[src/hdl/rxt_pkg.sv]
/*
  rxt_pkg: register indices, field positions, reset values and masks for the
  crystal trim, signal strength and rate acceptance register bank.
  Assumes a 32-bit Avalon-MM slave with byte addresses; each register sits in
  the low byte of one aligned word at byte address four times its index.
*/
// Functional notes
// - four trim bits connect 500/250/125 fF capacitors
// - bit 0 enables strength pin buffer, resets on
// - source select: strength, temperature, half digital supply
// - offset equals twice code minus 256
// - slope multiplier equals code times 2^-7
// - upper threshold widens upward rate tolerance
// - lower threshold widens downward rate tolerance
// - thresholds act only when rate limit enabled
package rxt_pkg;

  // ****************************************************************
  // register indices (byte address = index * 4)
  // ****************************************************************
  localparam logic [9:0] IDX_CRYSTAL_FINE_TRIM   = 10'h08d;
  localparam logic [9:0] IDX_STRENGTH_PIN_CONFIG = 10'h08e;
  localparam logic [9:0] IDX_CONVERTER_SOURCE    = 10'h08f;
  localparam logic [9:0] IDX_STRENGTH_OFFSET     = 10'h090;
  localparam logic [9:0] IDX_STRENGTH_SLOPE      = 10'h091;
  localparam logic [9:0] IDX_RATE_UPPER          = 10'h092;
  localparam logic [9:0] IDX_RATE_LOWER          = 10'h093;
  localparam logic [9:0] IDX_RECOVERY_CONFIG     = 10'h0a0;
  localparam logic [9:0] IDX_STRENGTH_RESULT     = 10'h0a1;

  // ****************************************************************
  // field positions
  // ****************************************************************
  localparam int TRIM_500FF_BIT   = 3;
  localparam int TRIM_250FF_BIT   = 2;
  localparam int TRIM_125FF_BIT   = 1;
  localparam int TRIM_SMALL_BIT   = 0;
  localparam int PIN_BUF_EN_BIT   = 0;
  localparam int RATE_LIM_EN_BIT  = 0;

  // ****************************************************************
  // writable masks and reset values
  // ****************************************************************
  localparam logic [7:0] MASK_CRYSTAL_FINE_TRIM   = 8'h0f;
  localparam logic [7:0] MASK_STRENGTH_PIN_CONFIG = 8'h01;
  localparam logic [7:0] MASK_CONVERTER_SOURCE    = 8'h07;
  localparam logic [7:0] MASK_RECOVERY_CONFIG     = 8'h01;

  localparam logic [7:0] RST_CRYSTAL_FINE_TRIM   = 8'h00;
  localparam logic [7:0] RST_STRENGTH_PIN_CONFIG = 8'h01;
  localparam logic [7:0] RST_CONVERTER_SOURCE    = 8'h00;
  localparam logic [7:0] RST_STRENGTH_OFFSET     = 8'h80;
  localparam logic [7:0] RST_STRENGTH_SLOPE      = 8'h80;
  localparam logic [7:0] RST_RATE_UPPER          = 8'h1e;
  localparam logic [7:0] RST_RATE_LOWER          = 8'h23;
  localparam logic [7:0] RST_RECOVERY_CONFIG     = 8'h00;

  // ****************************************************************
  // strength compensation constants
  // ****************************************************************
  localparam logic [9:0] STRENGTH_OFFSET_BIAS  = 10'h100;
  localparam int         STRENGTH_SLOPE_SHIFT  = 7;

  // ****************************************************************
  // converter sources
  // ****************************************************************
  typedef enum logic [2:0] {
    RXT_SRC_STRENGTH    = 3'b000,
    RXT_SRC_TEMPERATURE = 3'b001,
    RXT_SRC_HALF_SUPPLY = 3'b010
  } rxt_source_t;

endpackage : rxt_pkg

[src/hdl/rxt_regs.sv]
/*
  rxt_regs: crystal fine trim, strength pin buffer, converter source select,
  signal strength compensation and rate acceptance register bank behind an
  Avalon-MM slave with waitrequest.
  Assumes all inputs are on clk; srst is synchronous and active high.
*/
`timescale 1ns/10ps
module rxt_regs
  import rxt_pkg::*;
#(
  parameter int RAW_W = 8
) (
  input  wire logic             clk,
  input  wire logic             srst,
  input  wire logic [11:0]      avs_address,
  input  wire logic             avs_read,
  input  wire logic             avs_write,
  input  wire logic [31:0]      avs_writedata,
  input  wire logic [3:0]       avs_byteenable,
  output logic      [31:0]      avs_readdata,
  output logic                  avs_waitrequest,
  input  wire logic [RAW_W-1:0] strength_raw,
  input  wire logic [7:0]       rate_dev_up,
  input  wire logic [7:0]       rate_dev_down,
  output logic                  trim_cap_500ff_switch,
  output logic                  trim_cap_250ff_switch,
  output logic                  trim_cap_125ff_switch,
  output logic                  trim_cap_smallest_switch,
  output logic                  strength_pin_buffer_enable,
  output logic      [2:0]       converter_source_select,
  output logic                  route_strength,
  output logic                  route_temperature,
  output logic                  route_half_supply,
  output logic      [RAW_W-1:0] strength_comp,
  output logic                  rate_limit_enable,
  output logic      [7:0]       rate_upper_threshold,
  output logic      [7:0]       rate_lower_threshold,
  output logic                  rate_accept
);

  if (RAW_W < 8 || RAW_W > 16) begin : g_raw_w_check
    $error("rxt_regs: RAW_W must be 8 to 16");
  end

  // ****************************************************************
  // helpers
  // ****************************************************************
  function automatic logic [7:0] masked_write(
    input logic [7:0] data,
    input logic [7:0] mask
  );
    masked_write = data & mask;
  endfunction : masked_write

  function automatic logic hits(
    input logic [9:0] idx,
    input logic [9:0] target
  );
    hits = (idx == target);
  endfunction : hits

  // ****************************************************************
  // bus handshake: one wait cycle per request
  // ****************************************************************
  logic       ack_r;
  logic       req;
  logic       wr_commit;
  logic       rd_capture;
  logic [9:0] reg_idx;

  assign req             = avs_read | avs_write;
  assign avs_waitrequest = req & ~ack_r;
  assign reg_idx         = avs_address[11:2];
  assign wr_commit       = avs_write & ack_r & avs_byteenable[0];
  assign rd_capture      = avs_read & ~ack_r;

  always_ff @(posedge clk) begin
    if (srst) begin
      ack_r <= 1'b0;
    end else begin
      ack_r <= req & ~ack_r;
    end
  end

  // ****************************************************************
  // crystal fine trim
  // ****************************************************************
  logic [7:0] crystal_fine_trim_r;

  always_ff @(posedge clk) begin
    if (srst) begin
      crystal_fine_trim_r <= RST_CRYSTAL_FINE_TRIM;
    end else if (wr_commit && hits(reg_idx, IDX_CRYSTAL_FINE_TRIM)) begin
      crystal_fine_trim_r <= masked_write(avs_writedata[7:0],
                                          MASK_CRYSTAL_FINE_TRIM);
    end
  end

  assign trim_cap_500ff_switch    = crystal_fine_trim_r[TRIM_500FF_BIT];
  assign trim_cap_250ff_switch    = crystal_fine_trim_r[TRIM_250FF_BIT];
  assign trim_cap_125ff_switch    = crystal_fine_trim_r[TRIM_125FF_BIT];
  assign trim_cap_smallest_switch = crystal_fine_trim_r[TRIM_SMALL_BIT];

  // ****************************************************************
  // strength pin buffer
  // ****************************************************************
  logic [7:0] strength_pin_config_r;

  always_ff @(posedge clk) begin
    if (srst) begin
      strength_pin_config_r <= RST_STRENGTH_PIN_CONFIG;
    end else if (wr_commit && hits(reg_idx, IDX_STRENGTH_PIN_CONFIG)) begin
      strength_pin_config_r <= masked_write(avs_writedata[7:0],
                                            MASK_STRENGTH_PIN_CONFIG);
    end
  end

  assign strength_pin_buffer_enable = strength_pin_config_r[PIN_BUF_EN_BIT];

  // ****************************************************************
  // converter source select
  // ****************************************************************
  logic [7:0] converter_source_r;

  always_ff @(posedge clk) begin
    if (srst) begin
      converter_source_r <= RST_CONVERTER_SOURCE;
    end else if (wr_commit && hits(reg_idx, IDX_CONVERTER_SOURCE)) begin
      converter_source_r <= masked_write(avs_writedata[7:0],
                                         MASK_CONVERTER_SOURCE);
    end
  end

  assign converter_source_select = converter_source_r[2:0];

  always_comb begin
    route_strength    = 1'b0;
    route_temperature = 1'b0;
    route_half_supply = 1'b0;
    case (converter_source_r[2:0])
      RXT_SRC_STRENGTH: begin
        route_strength = 1'b1;
      end
      RXT_SRC_TEMPERATURE: begin
        route_temperature = 1'b1;
      end
      RXT_SRC_HALF_SUPPLY: begin
        route_half_supply = 1'b1;
      end
      default: begin
        route_strength = 1'b0;
      end
    endcase
  end

  // ****************************************************************
  // strength offset and slope
  // ****************************************************************
  logic [7:0] strength_offset_r;
  logic [7:0] strength_slope_r;

  always_ff @(posedge clk) begin
    if (srst) begin
      strength_offset_r <= RST_STRENGTH_OFFSET;
    end else if (wr_commit && hits(reg_idx, IDX_STRENGTH_OFFSET)) begin
      strength_offset_r <= avs_writedata[7:0];
    end
  end

  always_ff @(posedge clk) begin
    if (srst) begin
      strength_slope_r <= RST_STRENGTH_SLOPE;
    end else if (wr_commit && hits(reg_idx, IDX_STRENGTH_SLOPE)) begin
      strength_slope_r <= avs_writedata[7:0];
    end
  end

  rxt_strength_comp #(
    .RAW_W                (RAW_W)
  ) u_comp (
    .clk                  (clk),
    .srst                 (srst),
    .strength_raw         (strength_raw),
    .strength_offset_code (strength_offset_r),
    .strength_slope_code  (strength_slope_r),
    .strength_comp        (strength_comp)
  );

  // ****************************************************************
  // rate acceptance thresholds
  // ****************************************************************
  logic [7:0] rate_upper_r;
  logic [7:0] rate_lower_r;
  logic [7:0] recovery_config_r;

  always_ff @(posedge clk) begin
    if (srst) begin
      rate_upper_r <= RST_RATE_UPPER;
    end else if (wr_commit && hits(reg_idx, IDX_RATE_UPPER)) begin
      rate_upper_r <= avs_writedata[7:0];
    end
  end

  always_ff @(posedge clk) begin
    if (srst) begin
      rate_lower_r <= RST_RATE_LOWER;
    end else if (wr_commit && hits(reg_idx, IDX_RATE_LOWER)) begin
      rate_lower_r <= avs_writedata[7:0];
    end
  end

  always_ff @(posedge clk) begin
    if (srst) begin
      recovery_config_r <= RST_RECOVERY_CONFIG;
    end else if (wr_commit && hits(reg_idx, IDX_RECOVERY_CONFIG)) begin
      recovery_config_r <= masked_write(avs_writedata[7:0],
                                        MASK_RECOVERY_CONFIG);
    end
  end

  assign rate_limit_enable    = recovery_config_r[RATE_LIM_EN_BIT];
  assign rate_upper_threshold = rate_upper_r;
  assign rate_lower_threshold = rate_lower_r;

  // ****************************************************************
  // rate acceptance decision
  // ****************************************************************
  logic rate_up_ok;
  logic rate_down_ok;
  logic rate_accept_nxt;
  logic rate_accept_r;

  assign rate_up_ok      = (rate_dev_up <= rate_upper_r);
  assign rate_down_ok    = (rate_dev_down <= rate_lower_r);
  assign rate_accept_nxt = ~rate_limit_enable | (rate_up_ok & rate_down_ok);

  always_ff @(posedge clk) begin
    if (srst) begin
      rate_accept_r <= 1'b1;
    end else begin
      rate_accept_r <= rate_accept_nxt;
    end
  end

  assign rate_accept = rate_accept_r;

  // ****************************************************************
  // read back
  // ****************************************************************
  function automatic logic [7:0] read_mux(
    input logic [9:0]       idx,
    input logic [RAW_W-1:0] comp
  );
    logic [7:0] val;
    val = 8'h00;
    case (idx)
      IDX_CRYSTAL_FINE_TRIM:   val = crystal_fine_trim_r;
      IDX_STRENGTH_PIN_CONFIG: val = strength_pin_config_r;
      IDX_CONVERTER_SOURCE:    val = converter_source_r;
      IDX_STRENGTH_OFFSET:     val = strength_offset_r;
      IDX_STRENGTH_SLOPE:      val = strength_slope_r;
      IDX_RATE_UPPER:          val = rate_upper_r;
      IDX_RATE_LOWER:          val = rate_lower_r;
      IDX_RECOVERY_CONFIG:     val = recovery_config_r;
      IDX_STRENGTH_RESULT:     val = comp[RAW_W-1:RAW_W-8];
      default:                 val = 8'h00;
    endcase
    read_mux = val;
  endfunction : read_mux

  logic [31:0] readdata_r;

  always_ff @(posedge clk) begin
    if (srst) begin
      readdata_r <= 32'h0000_0000;
    end else if (rd_capture) begin
      readdata_r <= {24'h00_0000, read_mux(reg_idx, strength_comp)};
    end
  end

  assign avs_readdata = readdata_r;

endmodule : rxt_regs

[src/hdl/rxt_strength_comp.sv]
/*
  rxt_strength_comp: scales the raw digital signal strength by the slope code
  and adds twice the offset code minus 256, saturating into the raw range; registered output.
  Assumes raw value, slope and offset codes all on clk.
*/
`timescale 1ns/10ps
module rxt_strength_comp
  import rxt_pkg::*;
#(
  parameter int RAW_W = 8
) (
  input  wire logic             clk,
  input  wire logic             srst,
  input  wire logic [RAW_W-1:0] strength_raw,
  input  wire logic [7:0]       strength_offset_code,
  input  wire logic [7:0]       strength_slope_code,
  output logic      [RAW_W-1:0] strength_comp
);

  localparam int SUM_W = RAW_W + 3;

  if (RAW_W < 8 || RAW_W > 16) begin : g_raw_w_check
    $error("rxt_strength_comp: RAW_W must be 8 to 16");
  end

  // ****************************************************************
  // arithmetic
  // ****************************************************************
  logic [RAW_W+7:0] product;
  logic [RAW_W+7:0] shifted;
  logic [RAW_W:0]   scaled;
  logic [9:0]       offset_val;
  logic [SUM_W-1:0] sum;
  logic [RAW_W-1:0] comp_nxt;

  assign product    = {8'h00, strength_raw} * {{RAW_W{1'b0}}, strength_slope_code};
  assign shifted    = product >> STRENGTH_SLOPE_SHIFT;
  assign scaled     = shifted[RAW_W:0];
  assign offset_val = {1'b0, strength_offset_code, 1'b0} - STRENGTH_OFFSET_BIAS;
  assign sum        = {2'b00, scaled} + {{(SUM_W-10){offset_val[9]}}, offset_val};

  always_comb begin
    if (sum[SUM_W-1]) begin
      comp_nxt = '0;
    end else if (|sum[SUM_W-2:RAW_W]) begin
      comp_nxt = '1;
    end else begin
      comp_nxt = sum[RAW_W-1:0];
    end
  end

  always_ff @(posedge clk) begin
    if (srst) begin
      strength_comp <= '0;
    end else begin
      strength_comp <= comp_nxt;
    end
  end

endmodule : rxt_strength_comp

[config.mk]
export PLATFORM = sky130hd
export DESIGN_NAME = rxt_regs
export DESIGN_NICKNAME = d
export VERILOG_FILES = /design/src/hdl/rxt_pkg.sv /design/src/hdl/rxt_regs.sv /design/src/hdl/rxt_strength_comp.sv
export SDC_FILE = /design/constraint.sdc
export NUM_CORES = 1
export LEC_CHECK = 0
export BUFFER_PORTS_ARGS = -buffer_cell sky130_fd_sc_hd__buf_2
export CORE_MARGIN = 2
export CORE_UTILIZATION = 30
export DETAILED_ROUTE_END_ITERATION = 16
export MAX_ROUTING_LAYER = met4
export PLACE_DENSITY = 0.59
export SLEW_MARGIN = 20
export SYNTH_ARGS = -nofsm -noshare
export SYNTH_HDL_FRONTEND = slang
export SYNTH_SLANG_ARGS = --single-unit
export TNS_END_PERCENT = 10
[constraint.sdc]
create_clock -name clk -period 10.7 [get_ports clk]
set_input_delay 1.605 -clock clk [delete_from_list [all_inputs] [get_ports clk]]
set_output_delay 1.605 -clock clk [all_outputs]
set_load 0.01 [all_outputs]
Word-level counts from Yosys, hierarchy flattened. Cells that the tools add are included.

Register bits: 59. Bits in latches: 0. Memory bits (writable): 0. Memory bits (read-only): 0. Input port bits: 76. Output and inout port bits: 70. Logic and storage cells: 53. Memories: 0.

Add/subtract/negate cells: 2. Multipliers: 1. Div/mod/pow operators: 0. Magnitude comparators: 2. Equality and inequality tests: 11. Shift-type cells: 0. Muxes and demuxes: 5. Bitwise operators: 9. Reductions and logical operators: 11.

Operators by type and width (number): $eq 10x8->1 const B (9); $pmux 8 s9 (1); $le 8x8->1 (2); $mul 8x8->16 (1); $add 10x10->11 (1); $sub 9x9->10 const B (1); $logic_and 1x1->1 (8); $mux 8 (1); $and 1x1->1 (5); $reduce_or 2->1 (2); $eq 3x1->1 const B (1); $eq 3x2->1 const B (1); $logic_not 3->1 (1); $mux 1 (3); $not 1->1 (2); $or 1x1->1 (2).

Depth between registers and ports, before layout. Gate-level depths: netlist of the first run.

Depth in word-level cells: 4. Gate-level depth with buffers: 23. Gate-level depth less buffers: 23.

Cells and area by module. From an unflattened synthesis of the first run, not the netlist that was laid out.

Cell total of the unflattened synthesis: 623. Area, all modules: 5566.6 µm².

Modules (own cells, without submodules): rxt_regs (instances 1, cells each 340, area each 2956.6 µm², sequential area each 1021.0 µm²); rxt_strength_comp (instances 1, cells each 283, area each 2610.0 µm², sequential area each 160.2 µm²).

Least setup slack after synthesis of the first run. Ideal clock, no wire load.

Kind: input-to-reg. From: input port strength_raw[1]. To: register u_comp.strength_comp[1]. Library setup time: 0.071 ns. Arrival: 6.924 ns. Required time: 10.629 ns. Path slack: 3.705 ns. Stages: 21. Path buffers: 0. Cells stage by stage: and2_1 -> fa_1 -> fa_1 -> fa_1 -> inv_1 -> fa_1 -> inv_1 -> ha_1 -> and3_1 -> a221oi_1 -> nand2_1 -> a211o_1 -> a21oi_1 -> xnor2_1 -> ha_1 -> a21o_1 -> a21o_1 -> a221o_1 -> a22oi_1 -> o22ai_1 -> a21oi_1.

Cells in the longest elaborated chain, start to end: 4. Elaborated cells on any way between the ends: 5. Classes of those cells: add/sub (1); mul (1); mux (1); reduce/logical (2).

RTL lines: from (decl) (RTL line rxt_regs.sv:22) `input wire logic [RAW_W-1:0] strength_raw,`; $mul 8x8->16 (*) (RTL line rxt_strength_comp.sv:36) `assign product = {8'h00, strength_raw} * {{RAW_W{1'b0}}, strength_slope_code};`; $add 10x10->11 (*) (RTL line rxt_strength_comp.sv:40) `assign sum = {2'b00, scaled} + {{(SUM_W-10){offset_val[9]}}, offset_val};`; $reduce_or 2->1 (RTL line rxt_strength_comp.sv:45) `end else if (|sum[SUM_W-2:RAW_W]) begin`; $mux 8 (RTL line rxt_strength_comp.sv:45); to (signal assigned) (RTL line rxt_strength_comp.sv:56) `strength_comp <= comp_nxt;`; to (decl) (RTL line rxt_strength_comp.sv:17) `output logic [RAW_W-1:0] strength_comp`.

Every way passes the cells marked *; elsewhere a longest branch is shown, timed or not. A chain may end at the register's enable or synchronous reset.

Final worst setup path of the first run.
From: input port strength_raw[1]. To: register u_comp.strength_comp[5].

The elaborated chain is that of the path after synthesis.

==> metrics.txt, run 1 <==
outcome finished, final reports clean; core area 17,780 um^2; unrepaired setup endpoints after global routing false; Nets 844; Final setup viols 0; Final ANT Viol Nets 0; vias in the first global route 4,278; Post-Synth Simple-Gate Area 18.50%; Vias/cell 4.742; WL/cell 14.43 um; slew margin rel. 32.91%; Synth area leaders dfxtp_1 22%, ha_1 13%, fa_1 13%, mux2i_1 6.1%, and2_1 6.0%; iteration-0 DRC count of the detailed router 188; max cap viols 0; Synth Area in Compound Gates 11.38%; CP Launch Type input port; Clock Latency Late Sink 0.33 ns; RePlAce Congestion 0.8123; placed instance area 5979 um^2; clk slew on worst S/H paths 0.05 ns; Chip Width 138.0 um; area share of the leading cell type in the synthesized netlist 21.92%; # clock sinks 59; count leader, synth inv_1; Die ar. 19,050 um^2; largest family of logic cells by synthesized area adder cells; final non-filler cell area 6291 um^2; Setup Buffers After CTS 0; Longest Clk Path Bufs 2; Max rail drop VDD 0.09994 mV; Hold Crit Class register to register; FMAX 0.1357 GHz; TritonCTS Buffers 9; fill cell count 1,867; pin count of the biggest net entering global routing 42; Root Driver clkbuf_16; Port Buf Inserts 92; Post-Route WL 13.10 mm; Cell Area, Synth 5389 um^2; htree depth 3; WP data required 10.87 ns; #FFs+latches synth 59; Final HPWL DP 10.54 mm; post-synthesis sequential area ratio 21.92%; final hold violations 0; Slew Viols, Final 0; warnings from Yosys 0; first-pass GRT wire length 21.58 mm; PwrDens 93.36 nW/um^2; Util after Layout 35.38%; top cells by count, synth 62 x inv_1, 59 x dfxtp_1, 58 x ha_1; grt ovf 0; worst slew pin tran 1.003 ns; initial core utilization 30.31%; multiplexer area fraction after synthesis 9.891%; post-synthesis xor/xnor area fraction 2.438%; chip height 138.0 um; Synth Area per Inst 9.212 um^2; via count 4,306; min Tclk post-route 7.370 ns; post-synth top area cell dfxtp_1; worst endpoint data arrival time 7.54 ns; Crit Path Max Fanout 8; Final Skew 0.006130 ns; TNS Setup 0 ns; IO Count 146; critical path class input port to register; multi-input logic area 3811 um^2; total area of sequential cells 1181 um^2; total global-route track usage 14.18%; CTS tree done; initial antenna violation count 0; post-cts sizing count 0; layout cells sized above 1 18.41%; P&R area growth vs syn 16.74%; Detailed Routing Iterations Pass 1 4; FP Rows 49; adder-cell share of the synthesized area 26.84%; final period utilization 68.88%; Async S/R FF share, synth 0%; Post-route DRC 0; number of flops mapped to enable cells by yosys 0; Hold Buf Count CTS 0; CP endpoint kind register; cells after synthesis 585; Inserted Diodes 0; Leak 3.143 nW; Top FF cell, synth dfxtp_1; Cell variety after synth 53
## cell families (layout without fill, tap and decap cells)
group | after synthesis | after routing
XOR/XNOR | 15 | 15
other | 1 | 24
multiplexers | 43 | 43
adder cells (fa/ha/maj) | 94 | 94
AO/OA/AOI/OAI | 89 | 89
buffers and inverters | 100 | 171
flip-flops | 59 | 59
AND/OR/NAND/NOR | 184 | 184
## report_power, final
part / internal [W] / switching, W
clock: 0.000204 / 0.0000993
combinational: 0.0000231 / 0.0000377
sequential: 0.000222 / 0.00000146
total: 0.000449 / 0.000138
## registers in the layout, summed over array words and instances (netlist names)
name and count:
rate_lower_threshold 8, rate_accept 1, converter_source_r 3, strength_slope_r 8, crystal_fine_trim_r 4, strength_pin_config_r 1, u_comp.strength_comp 8, avs_readdata 8
recovery_config_r 1, strength_offset_r 8, rate_upper_threshold 8, ack_r 1
## through the flow
stage               total power, W  hold WS [ns]  setup slack (ns)  std cells
global placement         0.0002883        0.4559             3.137        892
detailed placement       0.0002887        0.4646             3.066        892
finish                   0.0005873        0.4715             3.330        908
floorplan                0.0002701        0.4313             3.705        608
CTS                      0.0005926        0.4772             3.366        908
global route             0.0006105        0.4986             2.942        908
## layer usage
layer / track usage, % / up-vias / wire length (um)
met5: - / - / 0
met4: 2.578 / 0 / 85
met3: 3.117 / 12 / 491
met2: 22.69 / 88 / 6125
met1: 18.69 / 2081 / 6400
li1: - / 2125 / -
## cell usage in the layout (no fill, tap or decap), types with 11 or more instances in the layout
cell,netlist,layout
buf_2,2,92
fa_1,36,36
nand2_1,30,30
dfxtp_1,59,59
ha_1,58,58
a22o_1,11,11
mux2i_1,33,33
a21oi_1,27,27
nor2_1,56,56
inv_1,62,62
and2_1,52,52
conb_1,1,24
## worst max-delay path, cell delays in order
cell and delay, ns:
buf_2 0.14, and2_1 0.19, fa_1 0.51, fa_1 0.53, fa_1 0.56, inv_1 0.06
fa_1 0.53, inv_1 0.04, ha_1 0.33, and3_1 0.20, a221oi_1 0.39, a21boi_2 0.12
o21ai_0 0.29, o21bai_1 0.14, xor2_1 0.15, ha_1 0.36, a21oi_1 0.20, o211ai_1 0.16
a21oi_1 0.21, a22oi_1 0.11, o22ai_1 0.53, a21oi_1 0.16
## path summary, 6_finish.rpt
check	slack, ns	startpoint	endpoint	cells after the start
min	0.47	ack_r	ack_r	1
min reg2reg	0.47	ack_r	ack_r	1
max	3.33	strength_raw[1]	u_comp.strength_comp[5]	22
max reg2reg	4.24	strength_slope_r[7]	u_comp.strength_comp[5]	21
## area by class of cell
| cell class | instances | share of cell area, % |
|---|---|---|
| multi-input cells | 449 | 60.58 |
| flip-flops and latches | 59 | 18.77 |
| repair buffers | 93 | 7.438 |
| well taps | 229 | 4.555 |
| clock buffers | 12 | 3.759 |
| inverters | 62 | 3.699 |
| clock inverters | 4 | 1.193 |
Note: power is estimated with default switching activity, not from simulation.
==> inputs of run 2 (changes only) <==
--- a/config.mk
+++ b/config.mk
@@ -10,7 +10,7 @@
 export CORE_UTILIZATION = 30
 export DETAILED_ROUTE_END_ITERATION = 16
 export MAX_ROUTING_LAYER = met4
-export PLACE_DENSITY = 0.59
+export PLACE_DENSITY = 0.6
 export SLEW_MARGIN = 20
 export SYNTH_ARGS = -nofsm -noshare
 export SYNTH_HDL_FRONTEND = slang
==> constraint.sdc (replaced) <==
create_clock -name clk -period 6.7 [get_ports clk]
set_input_delay 1.005 -clock clk [delete_from_list [all_inputs] [get_ports clk]]
set_output_delay 1.005 -clock clk [all_outputs]
set_load 0.01 [all_outputs]
==> run 2 against run 1 <==
Against the previous run: core utilization rose by 0.99 points; global-route usage barely moved; critical path type unchanged; cell count rose by 2.1%; largest power group unchanged.
==> metrics.txt, run 2 (synthesis results as in run 1) <==
outcome finished, final reports clean; PwrDens 144.2 nW/um^2; Inserted Diodes 0; P&R area growth vs syn 20.01%; core area 17,780 um^2; total area of sequential cells 1181 um^2; Final Skew 0.004187 ns; WP data required 6.90 ns; initial antenna violation count 0; Root Driver clkbuf_16; slew margin rel. 32.49%; min Tclk post-route 6.334 ns; Leak 3.257 nW; Slew Viols, Final 0; Clock Latency Late Sink 0.32 ns; Sw Share 23.48%; worst r2r path cells 22; grt ovf 0; Final setup viols 0; unrepaired setup endpoints after global routing false; layout cells sized above 1 21.20%; most common cell after layout, fill and taps aside buf_2; final period utilization 94.54%; via count 4,336; # clock sinks 59; Hold Buf Count CTS 0; P_sw 0.0002191 W; Crit. Startpoint strength_raw[1]; Longest Clk Path Bufs 2; first-pass GRT wire length 21.69 mm; Post-route DRC 0; fill cell count 1,881; Vias/cell 4.677; chip height 138.0 um; Nets 863; CP Launch Type input port; Port Buf Inserts 92; Post-Place Worst Slack -0.05414 ns; TNS Setup 0 ns; Max rail drop VDD 0.1217 mV; Setup Buffers After CTS 0; total global-route track usage 14.22%; worst slew pin tran 1.009 ns; Util after Layout 36.38%; CP endpoint kind register; RePlAce Congestion 0.8385; multi-input logic area 3817 um^2; Hold Crit Class register to register; critical path class input port to register; crit path to u_comp.strength_comp[3]; pin count of the biggest net entering global routing 42; post-cts sizing count 0; Final HPWL DP 10.72 mm; WL/cell 13.99 um; Post-Route WL 12.97 mm; Chip Width 138.0 um; Detailed Routing Iterations Pass 1 4; worst endpoint data arrival time 6.54 ns; Flop pwr share 38.2%; Int Pwr 0.0007138 W; Comb pwr share 11.1%; Final ANT Viol Nets 0; CTS tree done; slack of the critical path 0.3655 ns; iteration-0 DRC count of the detailed router 145; FP Rows 49; max cap viols 0; vias in the first global route 4,299; htree depth 3; Crit Path Max Fanout 8; Reg2Reg Setup Slack 0.63 ns; clk slew on worst S/H paths 0.05 ns; initial core utilization 30.31%; FF-to-FF End u_comp.strength_comp[3]; FMAX 0.1579 GHz; clock power share 50.7%; Critical R2R Launch strength_slope_r[5]; final hold violations 0; commonest non-fill, non-tap cells in the layout 92 x buf_2, 62 x inv_1, 59 x dfxtp_1, 58 x ha_1, 56 x nor2_1; TritonCTS Buffers 9; Die ar. 19,050 um^2; IO Count 146
## run 2: final cells by class
cell class | instances | share of cell area, %
tap | 229 | 4.430
clock inverter | 4 | 0.7352
clock buffer | 12 | 4.121
multi-input combinational | 449 | 59.02
timing repair buffer | 112 | 9.828
inverter | 62 | 3.598
sequential | 59 | 18.26
## run 2: metal layers
metal | global-route usage [%] | part of all wire (%) | wire, um
met3 | 2.771 | 4.3 | 555
met5 | - | 0 | 0
met1 | 18.27 | 47 | 6063
met2 | 23.16 | 47 | 6143
met4 | 3.437 | 1.6 | 206
## run 2: critical path, stage by stage
cell	delay (ns)
buf_2	0.12
and2_1	0.17
fa_1	0.51
fa_1	0.53
fa_1	0.55
inv_1	0.06
fa_1	0.53
inv_1	0.04
ha_1	0.29
and3_1	0.19
or3b_1	0.41
a21boi_2	0.20
o21ai_0	0.14
o21bai_1	0.20
xor2_1	0.16
ha_1	0.27
a21oi_1	0.21
o211ai_1	0.18
a21oi_1	0.22
a22oi_1	0.11
o22ai_1	0.18
buf_4	0.18
a21oi_1	0.07
## run 2: how the worst min path moves through the flow
| stage | from | to | slack, ns | cells past startpoint |
|---|---|---|---|---|
| 2_1_floorplan | ack_r | ack_r | 0.43 | 1 |
| 4_1_cts | ack_r | ack_r | 0.47 | 1 |
| 6_report | ack_r | ack_r | 0.47 | 1 |
| 3_5_place_dp | ack_r | ack_r | 0.46 | 1 |
| 3_3_place_gp | ack_r | ack_r | 0.45 | 1 |
| 5_1_grt | ack_r | ack_r | 0.49 | 1 |
## run 2: power by group through the flow
stage	sequential [W]	combinational, W	clock [W]
detailed placement	0.000364	0.000104	0
floorplan	0.000365	0.0000669	0
global route	0.000357	0.000116	0.000496
global placement	0.000364	0.000103	0
CTS	0.000357	0.000105	0.000480
finish	0.000357	0.000104	0.000473
## run 2: through the flow
stage          hold slack [ns]  cells  total power [W]  instance area (um^2)
2_1_floorplan           0.4313    608        0.0004314                  5475
3_3_place_gp            0.4520    911        0.0004673                  6147
3_5_place_dp            0.4634    911        0.0004681                  6147
4_1_cts                 0.4732    927        0.0009418                  6461
5_1_grt                 0.4898    927        0.0009690                  6467
6_report                0.4699    927        0.0009329                  6467
==> inputs of run 3 (changes only) <==
--- a/config.mk
+++ b/config.mk
@@ -6,10 +6,9 @@
 export NUM_CORES = 1
 export LEC_CHECK = 0
 export BUFFER_PORTS_ARGS = -buffer_cell sky130_fd_sc_hd__buf_2
-export CORE_MARGIN = 2
 export CORE_UTILIZATION = 30
 export DETAILED_ROUTE_END_ITERATION = 16
-export MAX_ROUTING_LAYER = met4
+export GPL_ROUTABILITY_DRIVEN = 0
 export PLACE_DENSITY = 0.6
 export SLEW_MARGIN = 20
 export SYNTH_ARGS = -nofsm -noshare
==> run 3 against run 2 <==
Against the previous run: maximum frequency barely moved; wire length rose by 1.2%; critical path type unchanged; total power fell by 5.7%; cell count fell by 0.65%; global-route usage rose by 0.41 points; largest cell class unchanged; sequential power barely moved.
==> metrics.txt, run 3 (synthesis results as in run 1) <==
Setup Buffers After CTS 0; pin count of the biggest net entering global routing 42; Slew Viols, Final 0; vias in the first global route 4,279; most common cell after layout, fill and taps aside buf_2; Root Driver clkbuf_16; Post-Route WL 13.12 mm; worst slew pin tran 0.9242 ns; global routing's busiest layer met2; min Tclk post-route 6.336 ns; Final setup viols 0; grt ovf 0; initial antenna violation count 0; chip height 136.0 um; # clock sinks 59; outcome finished, final reports clean; Port Buf Inserts 92; total area of sequential cells 1181 um^2; iteration-0 DRC count of the detailed router 162; Hold Buf Count CTS 0; Top Family by Delay on Critical Path adder cells; first-pass GRT wire length 21.34 mm; fill cell count 1,812; CP Launch Type input port; TritonCTS Buffers 9; critical path class input port to register; CTS tree done; total global-route track usage 14.62%; FMAX 0.1578 GHz; PwrDens 137.8 nW/um^2; Longest Clk Path Bufs 2; routing usage on met2 24.51%; Die ar. 18,500 um^2; clk slew on worst S/H paths 0.05 ns; via count 4,306; final hold violations 0; Post-Place Worst Slack -0.05142 ns; Nets 861; htree depth 3; Hold WS 0.4688 ns; CP endpoint kind register; FP Rows 48; Power Total 0.0008796 W; WL/cell 14.25 um; layout cells sized above 1 20.55%; Worst path slowest cell fa_1; Clock Latency Late Sink 0.32 ns; Final ANT Viol Nets 0; met1 Use GR 19.55%; worst endpoint data arrival time 6.59 ns; GR Util met3 2.946%; Final HPWL DP 10.84 mm; Detailed Routing Iterations Pass 1 4; core area 17,420 um^2; Reg2Reg Setup Slack 0.67 ns; max cap viols 0; Post-route DRC 0; Max rail drop VDD 0.1520 mV; final period utilization 94.57%; Final Skew 0.007263 ns; Crit Path Max Fanout 8; crit path buf inv count 4; crit-path cells buf_2 -> and2_1 -> fa_1 -> fa_1 -> fa_1 -> inv_1 -> fa_1 -> inv_1 -> ha_1 -> and3_1 -> a221oi_2 -> nand2_1 -> a211o_1 -> a21oi_1 -> xnor2_1 -> ha_1 -> a21o_1 -> a21o_1 -> a221o_1 -> a22oi_1 -> o22ai_1 -> buf_4 -> a21oi_1; CP dominant cell by count fa_1; P&R area growth vs syn 18.44%; IO Count 146; WP data required 6.95 ns; Util after Layout 36.65%; Hold Crit Class register to register; slack of the critical path 0.3638 ns; Vias/cell 4.675; Chip Width 136.0 um; commonest non-fill, non-tap cells in the layout 92 x buf_2, 62 x inv_1, 59 x dfxtp_1, 58 x ha_1, 56 x nor2_1; Leak 3.222 nW; final non-filler cell area 6382 um^2; placed instance area 6102 um^2; Inserted Diodes 0; multi-input logic area 3817 um^2; slew margin rel. 38.16%; Worst path max stage delay 0.55 ns; initial core utilization 30.94%
==> run 3: metal layers <==
metal  vias to the layer above  wire length (um)
met5                         -                 0
met4                         0                38
met3                         2               640
met2                       107              6214
met1                      2047              6227
li1                       2150                 -
==> run 3: worst paths after layout <==
kind / start / to / depth (start not counted)
worst max-delay path: strength_raw[2] / u_comp.strength_comp[6] / 23
worst min register to register: ack_r / ack_r / 1
worst min-delay path: ack_r / ack_r / 1
worst max register to register: strength_slope_r[5] / u_comp.strength_comp[6] / 22
==> run 3: stage by stage <==
stage	cells	setup TNS, ns
detailed placement	905	-0.2934
finish	921	0
global route	921	-0.002623
floorplan	608	0
CTS	921	0
global placement	905	-0.02436
==> run 3: report_power, final <==
group	internal [W]	total [W]	switching [W]
Combinational	0.0000407	0.000101	0.0000605
Clock	0.000269	0.000421	0.000152
Sequential	0.000355	0.000357	0.00000238
Total	0.000664	0.000880	0.000215
==> run 3: worst register-to-register path, delay by kind of cell, from the launching register on <==
| kind | cells | cell delay, ns |
|---|---|---|
| buffers and inverters | 3 | 0.27 |
| AOI/OAI and AO/OA | 9 | 1.85 |
| DFF | 1 | 0.54 |
| adders and majority gates | 6 | 2.61 |
| xor gates and xnor gates | 1 | 0.15 |
| and+or+nand+nor | 3 | 0.54 |
==> run 3: final cells by class <==
cell class	instances	share of cell area (%)
multi-input combinational	449	59.81
clock buffer	14	4.136
clock inverter	2	0.1568
inverter	62	3.646
timing repair buffer	110	9.332
tap	225	4.411
sequential	59	18.51
==> run 3: timing repair <==
item / in CTS / in global routing
gates resized for setup: 0 / 2
endpoints found under the setup margin: 0 / 8
endpoints found under the hold margin: 0 / 0
